File: config.mk
export PLATFORM = sky130hd
export DESIGN_NAME = reset_sequencer
export DESIGN_NICKNAME = d
export VERILOG_FILES = /design/src/core/rst_seq_pkg.sv /design/src/core/seq_ctrl_if.sv /design/src/core/reset_sequencer.sv /design/src/core/self_clock_div.sv /design/src/core/pin_defaults.sv
export SDC_FILE = /design/constraint.sdc
export NUM_CORES = 1
export LEC_CHECK = 0
export CAP_MARGIN = 20
export CELL_PAD_IN_SITES_DETAIL_PLACEMENT = 1
export CELL_PAD_IN_SITES_GLOBAL_PLACEMENT = 2
export CORE_ASPECT_RATIO = 0.5
export CORE_MARGIN = 8
export CORE_UTILIZATION = 42
export CTS_CLUSTER_DIAMETER = 200
export CTS_CLUSTER_SIZE = 30
export DETAILED_ROUTE_END_ITERATION = 8
export DONT_BUFFER_PORTS = 1
export GPL_ROUTABILITY_DRIVEN = 0
export PLACE_DENSITY = 0.93
export SLEW_MARGIN = 0
export SYNTH_ARGS = -nofsm -noshare
export SYNTH_HDL_FRONTEND = slang
export SYNTH_SLANG_ARGS = --single-unit
File: constraint.sdc
create_clock -name ref_clk -period 2.9 [get_ports ref_clk]
set_clock_uncertainty 0.05 [all_clocks]
set_input_delay 0.435 -clock ref_clk [delete_from_list [all_inputs] [get_ports ref_clk]]
set_output_delay 0.435 -clock ref_clk [all_outputs]
set_load 0.05 [all_outputs]
File: src/core/rst_seq_pkg.sv
// Constants and types shared by the reset and pin default logic
package rst_seq_pkg;
  // Self clock: 8 of every 10 reference cycles carry a tick
  localparam logic [3:0] SELF_NUM = 4'h8;
  localparam logic [3:0] SELF_DEN = 4'ha;
  // Reset pin drive and sample spacing, in self clock ticks
  localparam logic [5:0] DRIVE_TICKS = 6'h22;
  localparam logic [5:0] SAMPLE_TICKS = 6'h26;
  // Debug link bit time in debug clock cycles
  localparam logic [4:0] BIT_CLKS = 5'h10;
  // Shared port pins
  localparam int NUM_PINS = 36;
  localparam int KBI_UP_BASE = 4;
  localparam int OSC_OUT_PIN = 34;
  // Cause bit positions and reset value
  localparam int CAUSE_W = 6;
  localparam int CAUSE_POR = 0;
  localparam int CAUSE_PIN = 1;
  localparam int CAUSE_COP = 2;
  localparam int CAUSE_ILOP = 3;
  localparam int CAUSE_ILAD = 4;
  localparam int CAUSE_LVD = 5;
  localparam logic [5:0] CAUSE_RST = 6'h01;
  typedef enum logic {MODE_NORMAL, MODE_DEBUG} mode_t;
  typedef enum logic [1:0] {ST_RUN, ST_DRIVE, ST_RELEASE, ST_HOLD} seq_state_t;
endpackage : rst_seq_pkg

File: src/core/seq_ctrl_if.sv
// Signals between the sequencer, self clock divider and pin defaults
interface seq_ctrl_if;
  logic in_reset;
  logic stop_recover;
  logic self_sel;
  logic self_tick;
  logic clk_src_self;
  modport seq (output in_reset, stop_recover, self_sel, input self_tick, clk_src_self);
  modport clkgen (input in_reset, stop_recover, self_sel, output self_tick, clk_src_self);
  modport pins (input in_reset);
endinterface : seq_ctrl_if

File: src/core/reset_sequencer.sv
// Reset pin sequencer, cause record, mode select and debug pin control
// Function
// - Any reset drives pin low 34 self ticks, releases, samples 38 later.
// - Internal resets expect the delayed pin sample to read one.
// - Decode each reset source and set its cause status bit.
// - Run from the roughly 8 MHz self clock throughout reset.
// - Self clock selectable as source for stop recovery.
// - Debug pin is mode select in reset, debug link afterwards.
// - Pin high at reset release enters normal mode.
// - Pin held low across reset release enters active debug mode.
// - Debug pin as port bit is output only.
// - Each debug link bit lasts 16 debug clock cycles.
// - Both parties drive brief high speedup pulses on debug pin.
// - Interrupt pin disabled after reset until software enables it.
// - After reset all 36 port pins are inputs without pulls.
// - Peripheral controls output buffer; direction bits choose read data.
// - Pull enable acts whenever pin is an input outside reset.
// - Upper keyboard pins pull down for rising or high sense.
// - Interrupt pin pulls down when enabled for rising edges.
// - Oscillator output pin is port bit with external clock input.
module reset_sequencer
  import rst_seq_pkg::*;
(
  input wire logic ref_clk,
  input wire logic nrst,
  input wire logic reset_pin_in,
  output logic reset_pin_out,
  output logic reset_pin_oe,
  input wire logic lvd_req,
  input wire logic cop_req,
  input wire logic ilop_req,
  input wire logic ilad_req,
  input wire logic stop_recover,
  input wire logic self_clk_stop_sel,
  output logic clock_src_self,
  output logic system_reset_n,
  output logic [CAUSE_W-1:0] reset_cause_status,
  output logic debug_mode_active,
  output logic debug_pin_is_link,
  input wire logic debug_mode_select_pin_in,
  output logic debug_mode_select_pin_out,
  output logic debug_mode_select_pin_oe,
  output logic debug_pin_pullup,
  input wire logic link_drive_low,
  input wire logic port_g_bit_zero_en,
  input wire logic port_g_bit_zero_data,
  output logic link_bit_tick,
  input wire logic [NUM_PINS-1:0] pin_in,
  input wire logic [NUM_PINS-1:0] port_dir,
  input wire logic [NUM_PINS-1:0] port_out,
  input wire logic [NUM_PINS-1:0] pull_en,
  input wire logic [NUM_PINS-1:0] periph_own,
  input wire logic [NUM_PINS-1:0] periph_oe,
  input wire logic [NUM_PINS-1:0] periph_out,
  input wire logic [3:0] kbi_en,
  input wire logic [3:0] kbi_rise,
  input wire logic ext_osc_sel,
  input wire logic irq_sw_en,
  input wire logic irq_rise_sel,
  input wire logic irq_pull_en,
  output logic [NUM_PINS-1:0] pin_oe,
  output logic [NUM_PINS-1:0] pin_out,
  output logic [NUM_PINS-1:0] pull_up,
  output logic [NUM_PINS-1:0] pull_dn,
  output logic [NUM_PINS-1:0] port_read,
  output logic irq_pin_en,
  output logic irq_pull_up,
  output logic irq_pull_dn
);
  seq_ctrl_if ctl ();

  // ****************************************
  // Submodules
  // ****************************************
  self_clock_div u_clk (
    .ref_clk(ref_clk),
    .nrst(nrst),
    .ctl(ctl.clkgen)
  );

  pin_defaults u_pins (
    .ref_clk(ref_clk),
    .nrst(nrst),
    .ctl(ctl.pins),
    .pin_in(pin_in),
    .port_dir(port_dir),
    .port_out(port_out),
    .pull_en(pull_en),
    .periph_own(periph_own),
    .periph_oe(periph_oe),
    .periph_out(periph_out),
    .kbi_en(kbi_en),
    .kbi_rise(kbi_rise),
    .ext_osc_sel(ext_osc_sel),
    .irq_sw_en(irq_sw_en),
    .irq_rise_sel(irq_rise_sel),
    .irq_pull_en(irq_pull_en),
    .pin_oe(pin_oe),
    .pin_out(pin_out),
    .pull_up(pull_up),
    .pull_dn(pull_dn),
    .port_read(port_read),
    .irq_pin_en(irq_pin_en),
    .irq_pull_up(irq_pull_up),
    .irq_pull_dn(irq_pull_dn)
  );

  assign clock_src_self = ctl.clk_src_self;

  // ****************************************
  // Pin synchronisers
  // ****************************************
  logic rp_s1_q, rp_s2_q, ms_s1_q, ms_s2_q;

  // Two stages for reset pin and mode select pin
  always_ff @(posedge ref_clk or negedge nrst) begin
    if (!nrst) begin
      rp_s1_q <= 1'b1;
      rp_s2_q <= 1'b1;
      ms_s1_q <= 1'b1;
      ms_s2_q <= 1'b1;
    end else begin
      rp_s1_q <= reset_pin_in;
      rp_s2_q <= rp_s1_q;
      ms_s1_q <= debug_mode_select_pin_in;
      ms_s2_q <= ms_s1_q;
    end
  end

  // ****************************************
  // Reset sequence
  // ****************************************
  seq_state_t state_q, state_d;
  logic [5:0] cnt_q, cnt_d;
  logic [CAUSE_W-1:0] cause_q, cause_d;
  logic sysrst_n_q, sysrst_n_d;
  mode_t mode_q, mode_d;
  logic [CAUSE_W-1:0] new_cause;
  logic any_int;

  always_comb begin
    new_cause = '0;
    new_cause[CAUSE_LVD] = lvd_req;
    new_cause[CAUSE_COP] = cop_req;
    new_cause[CAUSE_ILOP] = ilop_req;
    new_cause[CAUSE_ILAD] = ilad_req;
    any_int = lvd_req | cop_req | ilop_req | ilad_req;
  end

  // State, tick count, cause record and mode latch
  always_comb begin
    state_d = state_q;
    cnt_d = cnt_q;
    cause_d = cause_q;
    sysrst_n_d = sysrst_n_q;
    mode_d = mode_q;
    case (state_q)
      ST_RUN: begin
        if (any_int) begin
          state_d = ST_DRIVE;
          cnt_d = 6'h00;
          cause_d = new_cause;
          sysrst_n_d = 1'b0;
        // external low level is a reset request
        end else if (!rp_s2_q) begin
          state_d = ST_DRIVE;
          cnt_d = 6'h00;
          cause_d = '0;
          cause_d[CAUSE_PIN] = 1'b1;
          sysrst_n_d = 1'b0;
        end
      end
      ST_DRIVE: begin
        // hold pin low for the drive interval
        if (ctl.self_tick) begin
          if (cnt_q == DRIVE_TICKS - 6'h01) begin
            state_d = ST_RELEASE;
            cnt_d = 6'h00;
          end else begin
            cnt_d = cnt_q + 6'h01;
          end
        end
      end
      ST_RELEASE: begin
        if (ctl.self_tick) begin
          if (cnt_q == SAMPLE_TICKS - 6'h01) begin
            if (rp_s2_q) begin
              state_d = ST_RUN;
              sysrst_n_d = 1'b1;
              mode_d = ms_s2_q ? MODE_NORMAL : MODE_DEBUG;
            end else begin
              state_d = ST_HOLD;
              cause_d[CAUSE_PIN] = 1'b1;
            end
            cnt_d = 6'h00;
          end else begin
            cnt_d = cnt_q + 6'h01;
          end
        end
      end
      ST_HOLD: begin
        // Pin still held low outside; wait for release
        if (rp_s2_q) begin
          state_d = ST_RUN;
          sysrst_n_d = 1'b1;
          mode_d = ms_s2_q ? MODE_NORMAL : MODE_DEBUG;
        end
      end
      default: begin
        state_d = ST_DRIVE;
        cnt_d = 6'h00;
      end
    endcase
  end

  always_ff @(posedge ref_clk or negedge nrst) begin
    if (!nrst) begin
      state_q <= ST_DRIVE;
      cnt_q <= 6'h00;
      cause_q <= CAUSE_RST;
      sysrst_n_q <= 1'b0;
      mode_q <= MODE_NORMAL;
    end else begin
      state_q <= state_d;
      cnt_q <= cnt_d;
      cause_q <= cause_d;
      sysrst_n_q <= sysrst_n_d;
      mode_q <= mode_d;
    end
  end

  assign ctl.in_reset = !sysrst_n_q;
  assign ctl.stop_recover = stop_recover;
  assign ctl.self_sel = self_clk_stop_sel;

  // ****************************************
  // Pin drivers
  // ****************************************
  logic rst_oe_d, ms_oe_d, ms_out_d, pu_d, link_d;
  logic spd_q, spd_d, lowp_q, lowp_d;
  logic [4:0] bit_q, bit_d;
  logic btick_d;

  // Reset pin, debug pin, speedup and bit timing
  always_comb begin
    rst_oe_d = (state_d == ST_DRIVE);
    link_d = sysrst_n_d & !port_g_bit_zero_en;
    lowp_d = link_d & link_drive_low;
    // one cycle high pulse after releasing low
    spd_d = link_d & lowp_q & !link_drive_low;
    ms_oe_d = 1'b0;
    ms_out_d = 1'b0;
    if (sysrst_n_d && port_g_bit_zero_en) begin
      ms_oe_d = 1'b1;
      ms_out_d = port_g_bit_zero_data;
    end else if (link_d) begin
      ms_oe_d = lowp_d | spd_d;
      ms_out_d = spd_d;
    end
    pu_d = !sysrst_n_d | link_d;
    // bit slot every 16 debug clocks
    bit_d = link_d ? 5'(bit_q + 5'h01) : 5'h00;
    if (bit_d == BIT_CLKS) begin
      bit_d = 5'h00;
    end
    btick_d = link_d && (bit_q == BIT_CLKS - 5'h01);
  end

  always_ff @(posedge ref_clk or negedge nrst) begin
    if (!nrst) begin
      reset_pin_oe <= 1'b1;
      debug_mode_select_pin_oe <= 1'b0;
      debug_mode_select_pin_out <= 1'b0;
      debug_pin_pullup <= 1'b1;
      debug_pin_is_link <= 1'b0;
      spd_q <= 1'b0;
      lowp_q <= 1'b0;
      bit_q <= 5'h00;
      link_bit_tick <= 1'b0;
    end else begin
      reset_pin_oe <= rst_oe_d;
      debug_mode_select_pin_oe <= ms_oe_d;
      debug_mode_select_pin_out <= ms_out_d;
      debug_pin_pullup <= pu_d;
      debug_pin_is_link <= link_d;
      spd_q <= spd_d;
      lowp_q <= lowp_d;
      bit_q <= bit_d;
      link_bit_tick <= btick_d;
    end
  end

  assign reset_pin_out = 1'b0;
  assign system_reset_n = sysrst_n_q;
  assign reset_cause_status = cause_q;
  assign debug_mode_active = (mode_q == MODE_DEBUG);

  // ****************************************
  // Assertions
  // ****************************************
  property p_drive_len;
    @(posedge ref_clk) disable iff (!nrst)
    (state_q == ST_DRIVE && state_d == ST_RELEASE) |-> ctl.self_tick && cnt_q == 6'h21;
  endproperty
  a_drive_len: assert property (p_drive_len) else $error("drive interval wrong");
  property p_sample_len;
    @(posedge ref_clk) disable iff (!nrst)
    (state_q == ST_RELEASE && state_d != ST_RELEASE) |-> cnt_q == 6'h25 ##1 !reset_pin_oe;
  endproperty
  a_sample_len: assert property (p_sample_len) else $error("sample interval wrong");
  property p_int_hold;
    @(posedge ref_clk) disable iff (!nrst)
    (state_q == ST_RELEASE && state_d != ST_RELEASE && !rp_s2_q) |=> !system_reset_n;
  endproperty
  a_int_hold: assert property (p_int_hold) else $error("low sample released reset");
  property p_cause_lvd;
    @(posedge ref_clk) disable iff (!nrst)
    (state_q == ST_RUN && lvd_req) |=> reset_cause_status[CAUSE_LVD] && !system_reset_n;
  endproperty
  a_cause_lvd: assert property (p_cause_lvd) else $error("cause not recorded");
  property p_self_src;
    @(posedge ref_clk) disable iff (!nrst)
    !system_reset_n |=> clock_src_self;
  endproperty
  a_self_src: assert property (p_self_src) else $error("self clock not used");
  property p_pin_req;
    @(posedge ref_clk) disable iff (!nrst)
    (state_q == ST_RUN && !any_int && !rp_s2_q) |=> reset_pin_oe && reset_cause_status[CAUSE_PIN];
  endproperty
  a_pin_req: assert property (p_pin_req) else $error("pin request ignored");
  property p_mode;
    @(posedge ref_clk) disable iff (!nrst)
    $rose(system_reset_n) |-> debug_mode_active == !$past(ms_s2_q);
  endproperty
  a_mode: assert property (p_mode) else $error("mode latch wrong");
  property p_gpio_out;
    @(posedge ref_clk) disable iff (!nrst)
    (sysrst_n_d && port_g_bit_zero_en) |=> debug_mode_select_pin_oe;
  endproperty
  a_gpio_out: assert property (p_gpio_out) else $error("port bit not output");
  property p_bit_time;
    @(posedge ref_clk) disable iff (!nrst)
    (link_bit_tick && link_d) ##1 link_d [*8] ##1 link_d [*7] |=> link_bit_tick;
  endproperty
  a_bit_time: assert property (p_bit_time) else $error("bit time not 16");
  property p_speedup;
    @(posedge ref_clk) disable iff (!nrst)
    (link_d && lowp_q && !link_drive_low) |=> debug_mode_select_pin_out && debug_mode_select_pin_oe;
  endproperty
  a_speedup: assert property (p_speedup) else $error("no speedup pulse");
  property p_irq_off;
    @(posedge ref_clk) disable iff (!nrst)
    !system_reset_n |=> !irq_pin_en;
  endproperty
  a_irq_off: assert property (p_irq_off) else $error("irq enabled in reset");
  c_int_reset: cover property (@(posedge ref_clk) state_q == ST_RUN && cop_req);
  c_hold: cover property (@(posedge ref_clk) state_q == ST_HOLD);
  c_debug: cover property (@(posedge ref_clk) $rose(debug_mode_active));
  c_speed: cover property (@(posedge ref_clk) spd_q);
endmodule : reset_sequencer

File: src/core/self_clock_div.sv
// Self clock tick generator and clock source select
module self_clock_div
  import rst_seq_pkg::*;
(
  input wire logic ref_clk,
  input wire logic nrst,
  seq_ctrl_if.clkgen ctl
);
  logic [3:0] acc_q, acc_d;
  logic tick_q, tick_d;
  logic src_q, src_d;

  // Fractional accumulator, self clock used in reset, or in stop recovery when self_sel is set
  always_comb begin
    logic [4:0] sum;
    sum = {1'b0, acc_q} + {1'b0, SELF_NUM};
    tick_d = (sum >= {1'b0, SELF_DEN});
    acc_d = tick_d ? 4'(sum - {1'b0, SELF_DEN}) : sum[3:0];
    src_d = ctl.in_reset | (ctl.stop_recover & ctl.self_sel);
  end

  always_ff @(posedge ref_clk or negedge nrst) begin
    if (!nrst) begin
      acc_q <= 4'h0;
      tick_q <= 1'b0;
      src_q <= 1'b1;
    end else begin
      acc_q <= acc_d;
      tick_q <= tick_d;
      src_q <= src_d;
    end
  end

  assign ctl.self_tick = tick_q;
  assign ctl.clk_src_self = src_q;
endmodule : self_clock_div

File: src/core/pin_defaults.sv
// Shared port pin direction, pull control and read path
module pin_defaults
  import rst_seq_pkg::*;
(
  input wire logic ref_clk,
  input wire logic nrst,
  seq_ctrl_if.pins ctl,
  input wire logic [NUM_PINS-1:0] pin_in,
  input wire logic [NUM_PINS-1:0] port_dir,
  input wire logic [NUM_PINS-1:0] port_out,
  input wire logic [NUM_PINS-1:0] pull_en,
  input wire logic [NUM_PINS-1:0] periph_own,
  input wire logic [NUM_PINS-1:0] periph_oe,
  input wire logic [NUM_PINS-1:0] periph_out,
  input wire logic [3:0] kbi_en,
  input wire logic [3:0] kbi_rise,
  input wire logic ext_osc_sel,
  input wire logic irq_sw_en,
  input wire logic irq_rise_sel,
  input wire logic irq_pull_en,
  output logic [NUM_PINS-1:0] pin_oe,
  output logic [NUM_PINS-1:0] pin_out,
  output logic [NUM_PINS-1:0] pull_up,
  output logic [NUM_PINS-1:0] pull_dn,
  output logic [NUM_PINS-1:0] port_read,
  output logic irq_pin_en,
  output logic irq_pull_up,
  output logic irq_pull_dn
);
  logic [NUM_PINS-1:0] s1_q, s2_q;
  logic [NUM_PINS-1:0] oe_d, out_d, up_d, dn_d, rd_d;
  logic irq_en_d, irq_up_d, irq_dn_d;

  // Per pin ownership, pull polarity and read source
  for (genvar i = 0; i < NUM_PINS; i++) begin : g_pin
    logic own_oe, drv, down;
    assign own_oe = periph_own[i] ? periph_oe[i] : port_dir[i];
    // oscillator output pin usable only with external clock
    assign drv = own_oe & ((i != OSC_OUT_PIN) | ext_osc_sel);
    // upper keyboard pins pull down for rising sense
    if (i >= KBI_UP_BASE && i < KBI_UP_BASE + 4) begin : g_kbi
      assign down = kbi_en[i-KBI_UP_BASE] & kbi_rise[i-KBI_UP_BASE];
    end else begin : g_plain
      assign down = 1'b0;
    end
    // inputs with no pulls during reset
    assign oe_d[i] = !ctl.in_reset & drv;
    assign out_d[i] = periph_own[i] ? periph_out[i] : port_out[i];
    // pull acts whenever pin is an input outside reset
    assign up_d[i] = !ctl.in_reset & !drv & pull_en[i] & !down;
    assign dn_d[i] = !ctl.in_reset & !drv & pull_en[i] & down;
    // direction bit picks latch or pin
    assign rd_d[i] = port_dir[i] ? port_out[i] : s2_q[i];
  end

  // interrupt pin off in reset, pull polarity
  always_comb begin
    irq_en_d = !ctl.in_reset & irq_sw_en;
    irq_up_d = irq_en_d & irq_pull_en & !irq_rise_sel;
    irq_dn_d = irq_en_d & irq_pull_en & irq_rise_sel;
  end

  always_ff @(posedge ref_clk or negedge nrst) begin
    if (!nrst) begin
      s1_q <= '0;
      s2_q <= '0;
      pin_oe <= '0;
      pin_out <= '0;
      pull_up <= '0;
      pull_dn <= '0;
      port_read <= '0;
      irq_pin_en <= 1'b0;
      irq_pull_up <= 1'b0;
      irq_pull_dn <= 1'b0;
    end else begin
      s1_q <= pin_in;
      s2_q <= s1_q;
      pin_oe <= oe_d;
      pin_out <= out_d;
      pull_up <= up_d;
      pull_dn <= dn_d;
      port_read <= rd_d;
      irq_pin_en <= irq_en_d;
      irq_pull_up <= irq_up_d;
      irq_pull_dn <= irq_dn_d;
    end
  end
endmodule : pin_defaults

==> Implementation_results.wiki <==
{| class="wikitable"
! Metric !! Value
|-
| Ports || roughly 480
|-
| Number of global-route vias before repair || slightly below 6000
|-
| Net switching power || 1.582 mW
|-
| Std-Cell Rows || 38
|-
| Later-pin clock latency in the skew report || approximately 0.47 ns
|-
| Arrival time reported for the critical path endpoint || around 2.6 ns
|-
| Startpoint type of the worst setup path || flip-flop
|-
| Buffer depth of the longest clock path || 3
|-
| Post-place instance area || about 0.0095 mm^2
|-
| Clock period minus worst slack || around 2.2 ns
|-
| Outcome || finished with violations
|-
| Post-detailed-route count of antenna-violating nets || 0
|-
| Wirelength, routed || roughly 27000 um
|-
| Period utilisation layout || 77.21%
|-
| Maximum number of pins on one net before global-route repair || 261
|-
| Flip-flop cell with the highest count after synthesis || sky130_fd_sc_hd__dfrtp_1
|-
| Buffer count from post-CTS setup fixing || 0
|-
| Initial drt markers || 284
|-
| Number of levels in the clock H-tree || 1
|-
| Number of cells in the design after placement || a little over 900
|-
| Final setup violation count || 0
|-
| Number of resized instances in the post-cts repair step || 0
|-
| Area of the core region || about 0.022 mm^2
|-
| Fraction of synthesis flops using an asynchronous set or reset pin || between 90% and 100%
|-
| Sequential-to-total area share from yosys stat || between 70% and 80%
|-
| Post-layout instance count excluding filler cells || between 900 and 1000
|-
| Final total negative setup slack || 0 ns
|-
| Max_cap viols || 0
|-
| TritonCTS clock tree || done
|-
| Remaining global-route overflow || 0
|-
| Post-synthesis area per instance || approximately 15 um^2
|-
| Maximum fanout encountered on the critical timing path || 22
|-
| Failing checks || negative hold slack
|-
| Peak supply drop || 0.3366 mV
|-
| Launch instance of the worst register-to-register path || system_reset_n
|-
| Clock slew at reported path FFs || around 0.11 ns
|-
| Power per unit of standard cell area || between 600 and 700 mW/mm^2
|-
| DRC violations left || 0
|-
| Endpoint class of the critical path || flip-flop
|-
| Number of instances in the synthesized netlist || around 630
|-
| Sequential group share of total power || between 60% and 70%
|-
| Worst setup path class || flip-flop to flip-flop
|-
| Number of fill cells || 2131
|-
| Net Sw Frac || around a quarter
|-
| Count of flip-flops with a built-in enable after synthesis || 0
|-
| Share of layout cells above drive strength 1 || about 17%
|-
| Cell at the root of the clock tree || sky130_fd_sc_hd__clkbuf_16
|-
| Pre-CTS setup slack || 0.7058 ns
|-
| First-pass GRT wire length || 38760 um
|-
| Hold violation total from the final report || 259
|-
| Y dimension of the die || around 120 um
|-
| Initial antenna violation count || 2
|-
| Die area || approximately 0.027 mm^2
|-
| Clock Sink Count || 260
|-
| Number of nets in the finished design || roughly 970
|-
| Unrepaired setup endpoints after global routing || false
|-
| Routed length per placed instance || about 27 um
|-
| YS warnings || 0
|-
| Cell internal power dissipation || 4.729 mW
|-
| Slew HR || 49.48%
|-
| Count of hold-fix buffers inserted at cts || between 40 and 50
|-
| Total global routing track utilization || between 10% and 20%
|-
| Clock buffers created by TritonCTS || 12
|-
| Post-route cell area || between 0.01 and 0.015 mm^2
|-
| Class of the tightest hold or removal check || input port to asynchronous set/reset pin
|-
| Die W || roughly 230 um
|-
| LEAKAGE || around 4.9 nW
|-
| Worst setup startpoint || system_reset_n
|-
| Synthesis-to-layout area growth || 11.47%
|-
| Initial standard-cell utilization of the core || a little over two fifths
|-
| Vias per std cell || 5.165
|-
| Clock network fraction of design power || approximately 30%
|-
| Number of distinct library cells after synthesis || 47
|-
| Post-DP HPWL || about 21000 um
|-
| F_max || approximately 450 MHz
|-
| Post-synthesis instance area || approximately 0.0093 mm^2
|-
| Share of total power in combinational logic || about 5%
|-
| Count of buffers from port buffering || 0
|-
| Synthesized flop and latch total || 260
|-
| Vias || 5093
|-
| Drt pass-1 iters || 4
|-
| Slew of the pin with the lowest slew margin || around 0.76 ns
|-
| Worst slack on hold paths || -0.4071 ns
|-
| Antenna fix cells || 0
|-
| Final-report max-slew violation count || 0
|-
| Critical Path RT || 3.27 ns
|-
| Smallest setup slack after layout || roughly 0.66 ns
|}
==> power by group through the flow <==
stage          Clock [mW]  Sequential [mW]  Combinational, mW
2_1_floorplan           0             4.13              0.256
3_3_place_gp            0             4.16              0.244
3_5_place_dp            0             4.17              0.251
4_1_cts              1.99             4.10              0.307
5_1_grt              2.11             4.11              0.326
6_report             1.91             4.09              0.309
==> per-stage QoR <==
stage | total power, mW | utilization (%)
final | 6.312 | 47.71
after global routing | 6.542 | 47.71
after CTS | 6.399 | 47.71
after detailed placement | 4.422 | 43.83
after global placement | 4.409 | 43.83
after floorplan | 4.391 | -
==> sequential cells by signal, indices dropped and copies added (netlist names), 2 cells and up <==
register,cells
reset_cause_status,6
u_pins.pull_dn,4
cnt_q,6
u_pins.s1_q,36
u_pins.s2_q,36
u_pins.pin_out,36
u_pins.port_read,36
u_pins.pin_oe,36
state_q,2
u_pins.pull_up,36
bit_q,5
u_clk.acc_q,3
==> logic make-up after synthesis <==
kind of cell | after synthesis | share of synthesized area (%)
DFF | 260 | 70.39
muxes | 110 | 12.89
and+or+nand+nor | 149 | 8.014
other | 1 | 0.04050
buffers and inverters | 56 | 3.716
adders and majority gates | 11 | 1.486
AOI/OAI and AO/OA | 38 | 3.176
xor gates and xnor gates | 3 | 0.2838
==> routing by layer <==
layer	track usage (%)	vias up	routed length, um
met5	0	-	25
met4	3.192	4	382
met3	4.632	32	1863
met2	34.77	215	14900
met1	21.60	2698	9872
li1	-	2144	-
==> Yosys cell counts, types with 2 or more instances <==
| cell type | count | area (um^2) |
|---|---|---|
| sky130_fd_sc_hd__dfrtp_1 | 251 | 6281 |
| sky130_fd_sc_hd__mux2_2 | 74 | 833.3 |
| sky130_fd_sc_hd__nor2_1 | 56 | 210.2 |
| sky130_fd_sc_hd__and3_1 | 36 | 225.2 |
| sky130_fd_sc_hd__mux2i_1 | 36 | 360.4 |
| sky130_fd_sc_hd__buf_4 | 33 | 247.7 |
| sky130_fd_sc_hd__nand2_1 | 31 | 116.4 |
| sky130_fd_sc_hd__inv_1 | 12 | 45.04 |
| sky130_fd_sc_hd__a21oi_1 | 11 | 55.05 |
| sky130_fd_sc_hd__ha_1 | 11 | 137.6 |
| sky130_fd_sc_hd__clkbuf_1 | 9 | 33.78 |
| sky130_fd_sc_hd__dfstp_2 | 9 | 236.5 |
| sky130_fd_sc_hd__nand3_1 | 8 | 40.04 |
| sky130_fd_sc_hd__o21ai_0 | 7 | 35.03 |
| sky130_fd_sc_hd__nor2b_1 | 3 | 18.77 |
| sky130_fd_sc_hd__a21boi_2 | 2 | 22.52 |
| sky130_fd_sc_hd__a22o_1 | 2 | 17.52 |
| sky130_fd_sc_hd__and2_1 | 2 | 12.51 |
| sky130_fd_sc_hd__and2b_2 | 2 | 17.52 |
| sky130_fd_sc_hd__nor3_1 | 2 | 10.01 |
| sky130_fd_sc_hd__o21ai_1 | 2 | 10.01 |
| sky130_fd_sc_hd__o21bai_1 | 2 | 15.01 |
| sky130_fd_sc_hd__o22a_1 | 2 | 17.52 |
| sky130_fd_sc_hd__xnor2_1 | 2 | 17.52 |
==> layout make-up <==
type                    instances  area, um^2  area share (%)
flip-flops and latches        260        6519           63.16
inverters                      13       48.80          0.4728
multi-input cells             344        2517           24.39
clock inverters                 1       11.26          0.1091
well taps                     300       375.4           3.637
repair buffers                 52       513.0           4.970
clock buffers                  16       336.6           3.261
==> worst paths after layout <==
check	endpoint	slack [ns]	depth (start not counted)
worst max-delay path	u_pins.pull_up[6]	0.66	4
worst min-delay path	state_q[1]	-0.41	0
worst max register to register	u_pins.pull_up[6]	0.66	4
worst min register to register	u_pins.s2_q[17]	0.29	0
max in group asynchronous	u_pins.pin_oe[14]	2.57	0
min in group ref_clk	reset_cause_status[2]	0.02	2
==> cell usage in the layout, fill, tap and decap left out, drive strengths merged, types with 2 or more instances in the layout <==
| master | count |
|---|---|
| dfrtp | 251 |
| mux2 | 74 |
| nor2 | 57 |
| dlygate4sd3 | 49 |
| and3 | 36 |
| mux2i | 36 |
| conb | 33 |
| nand2 | 31 |
| clkbuf | 16 |
| inv | 13 |
| a21oi | 11 |
| ha | 11 |
| o21ai | 10 |
| dfstp | 9 |
| nand3 | 8 |
| nor2b | 3 |
| buf | 3 |
| nor3 | 3 |
| o21bai | 3 |
| o22a | 2 |
| xnor2 | 2 |
| a21boi | 2 |
| and2b | 2 |
| and2 | 2 |
| a22o | 2 |
| nor4bb | 2 |
| o31a | 2 |
==> worst max-delay path, cell delays in order (launching register included) <==
cell                            delay (ns)
sky130_fd_sc_hd__dfrtp_2              0.85
sky130_fd_sc_hd__buf_4                0.40
sky130_fd_sc_hd__nand3_1              0.14
sky130_fd_sc_hd__a21oi_1              0.15
sky130_fd_sc_hd__dlygate4sd3_1        0.58
No activity file was read; power rests on OpenSTA's default activity.
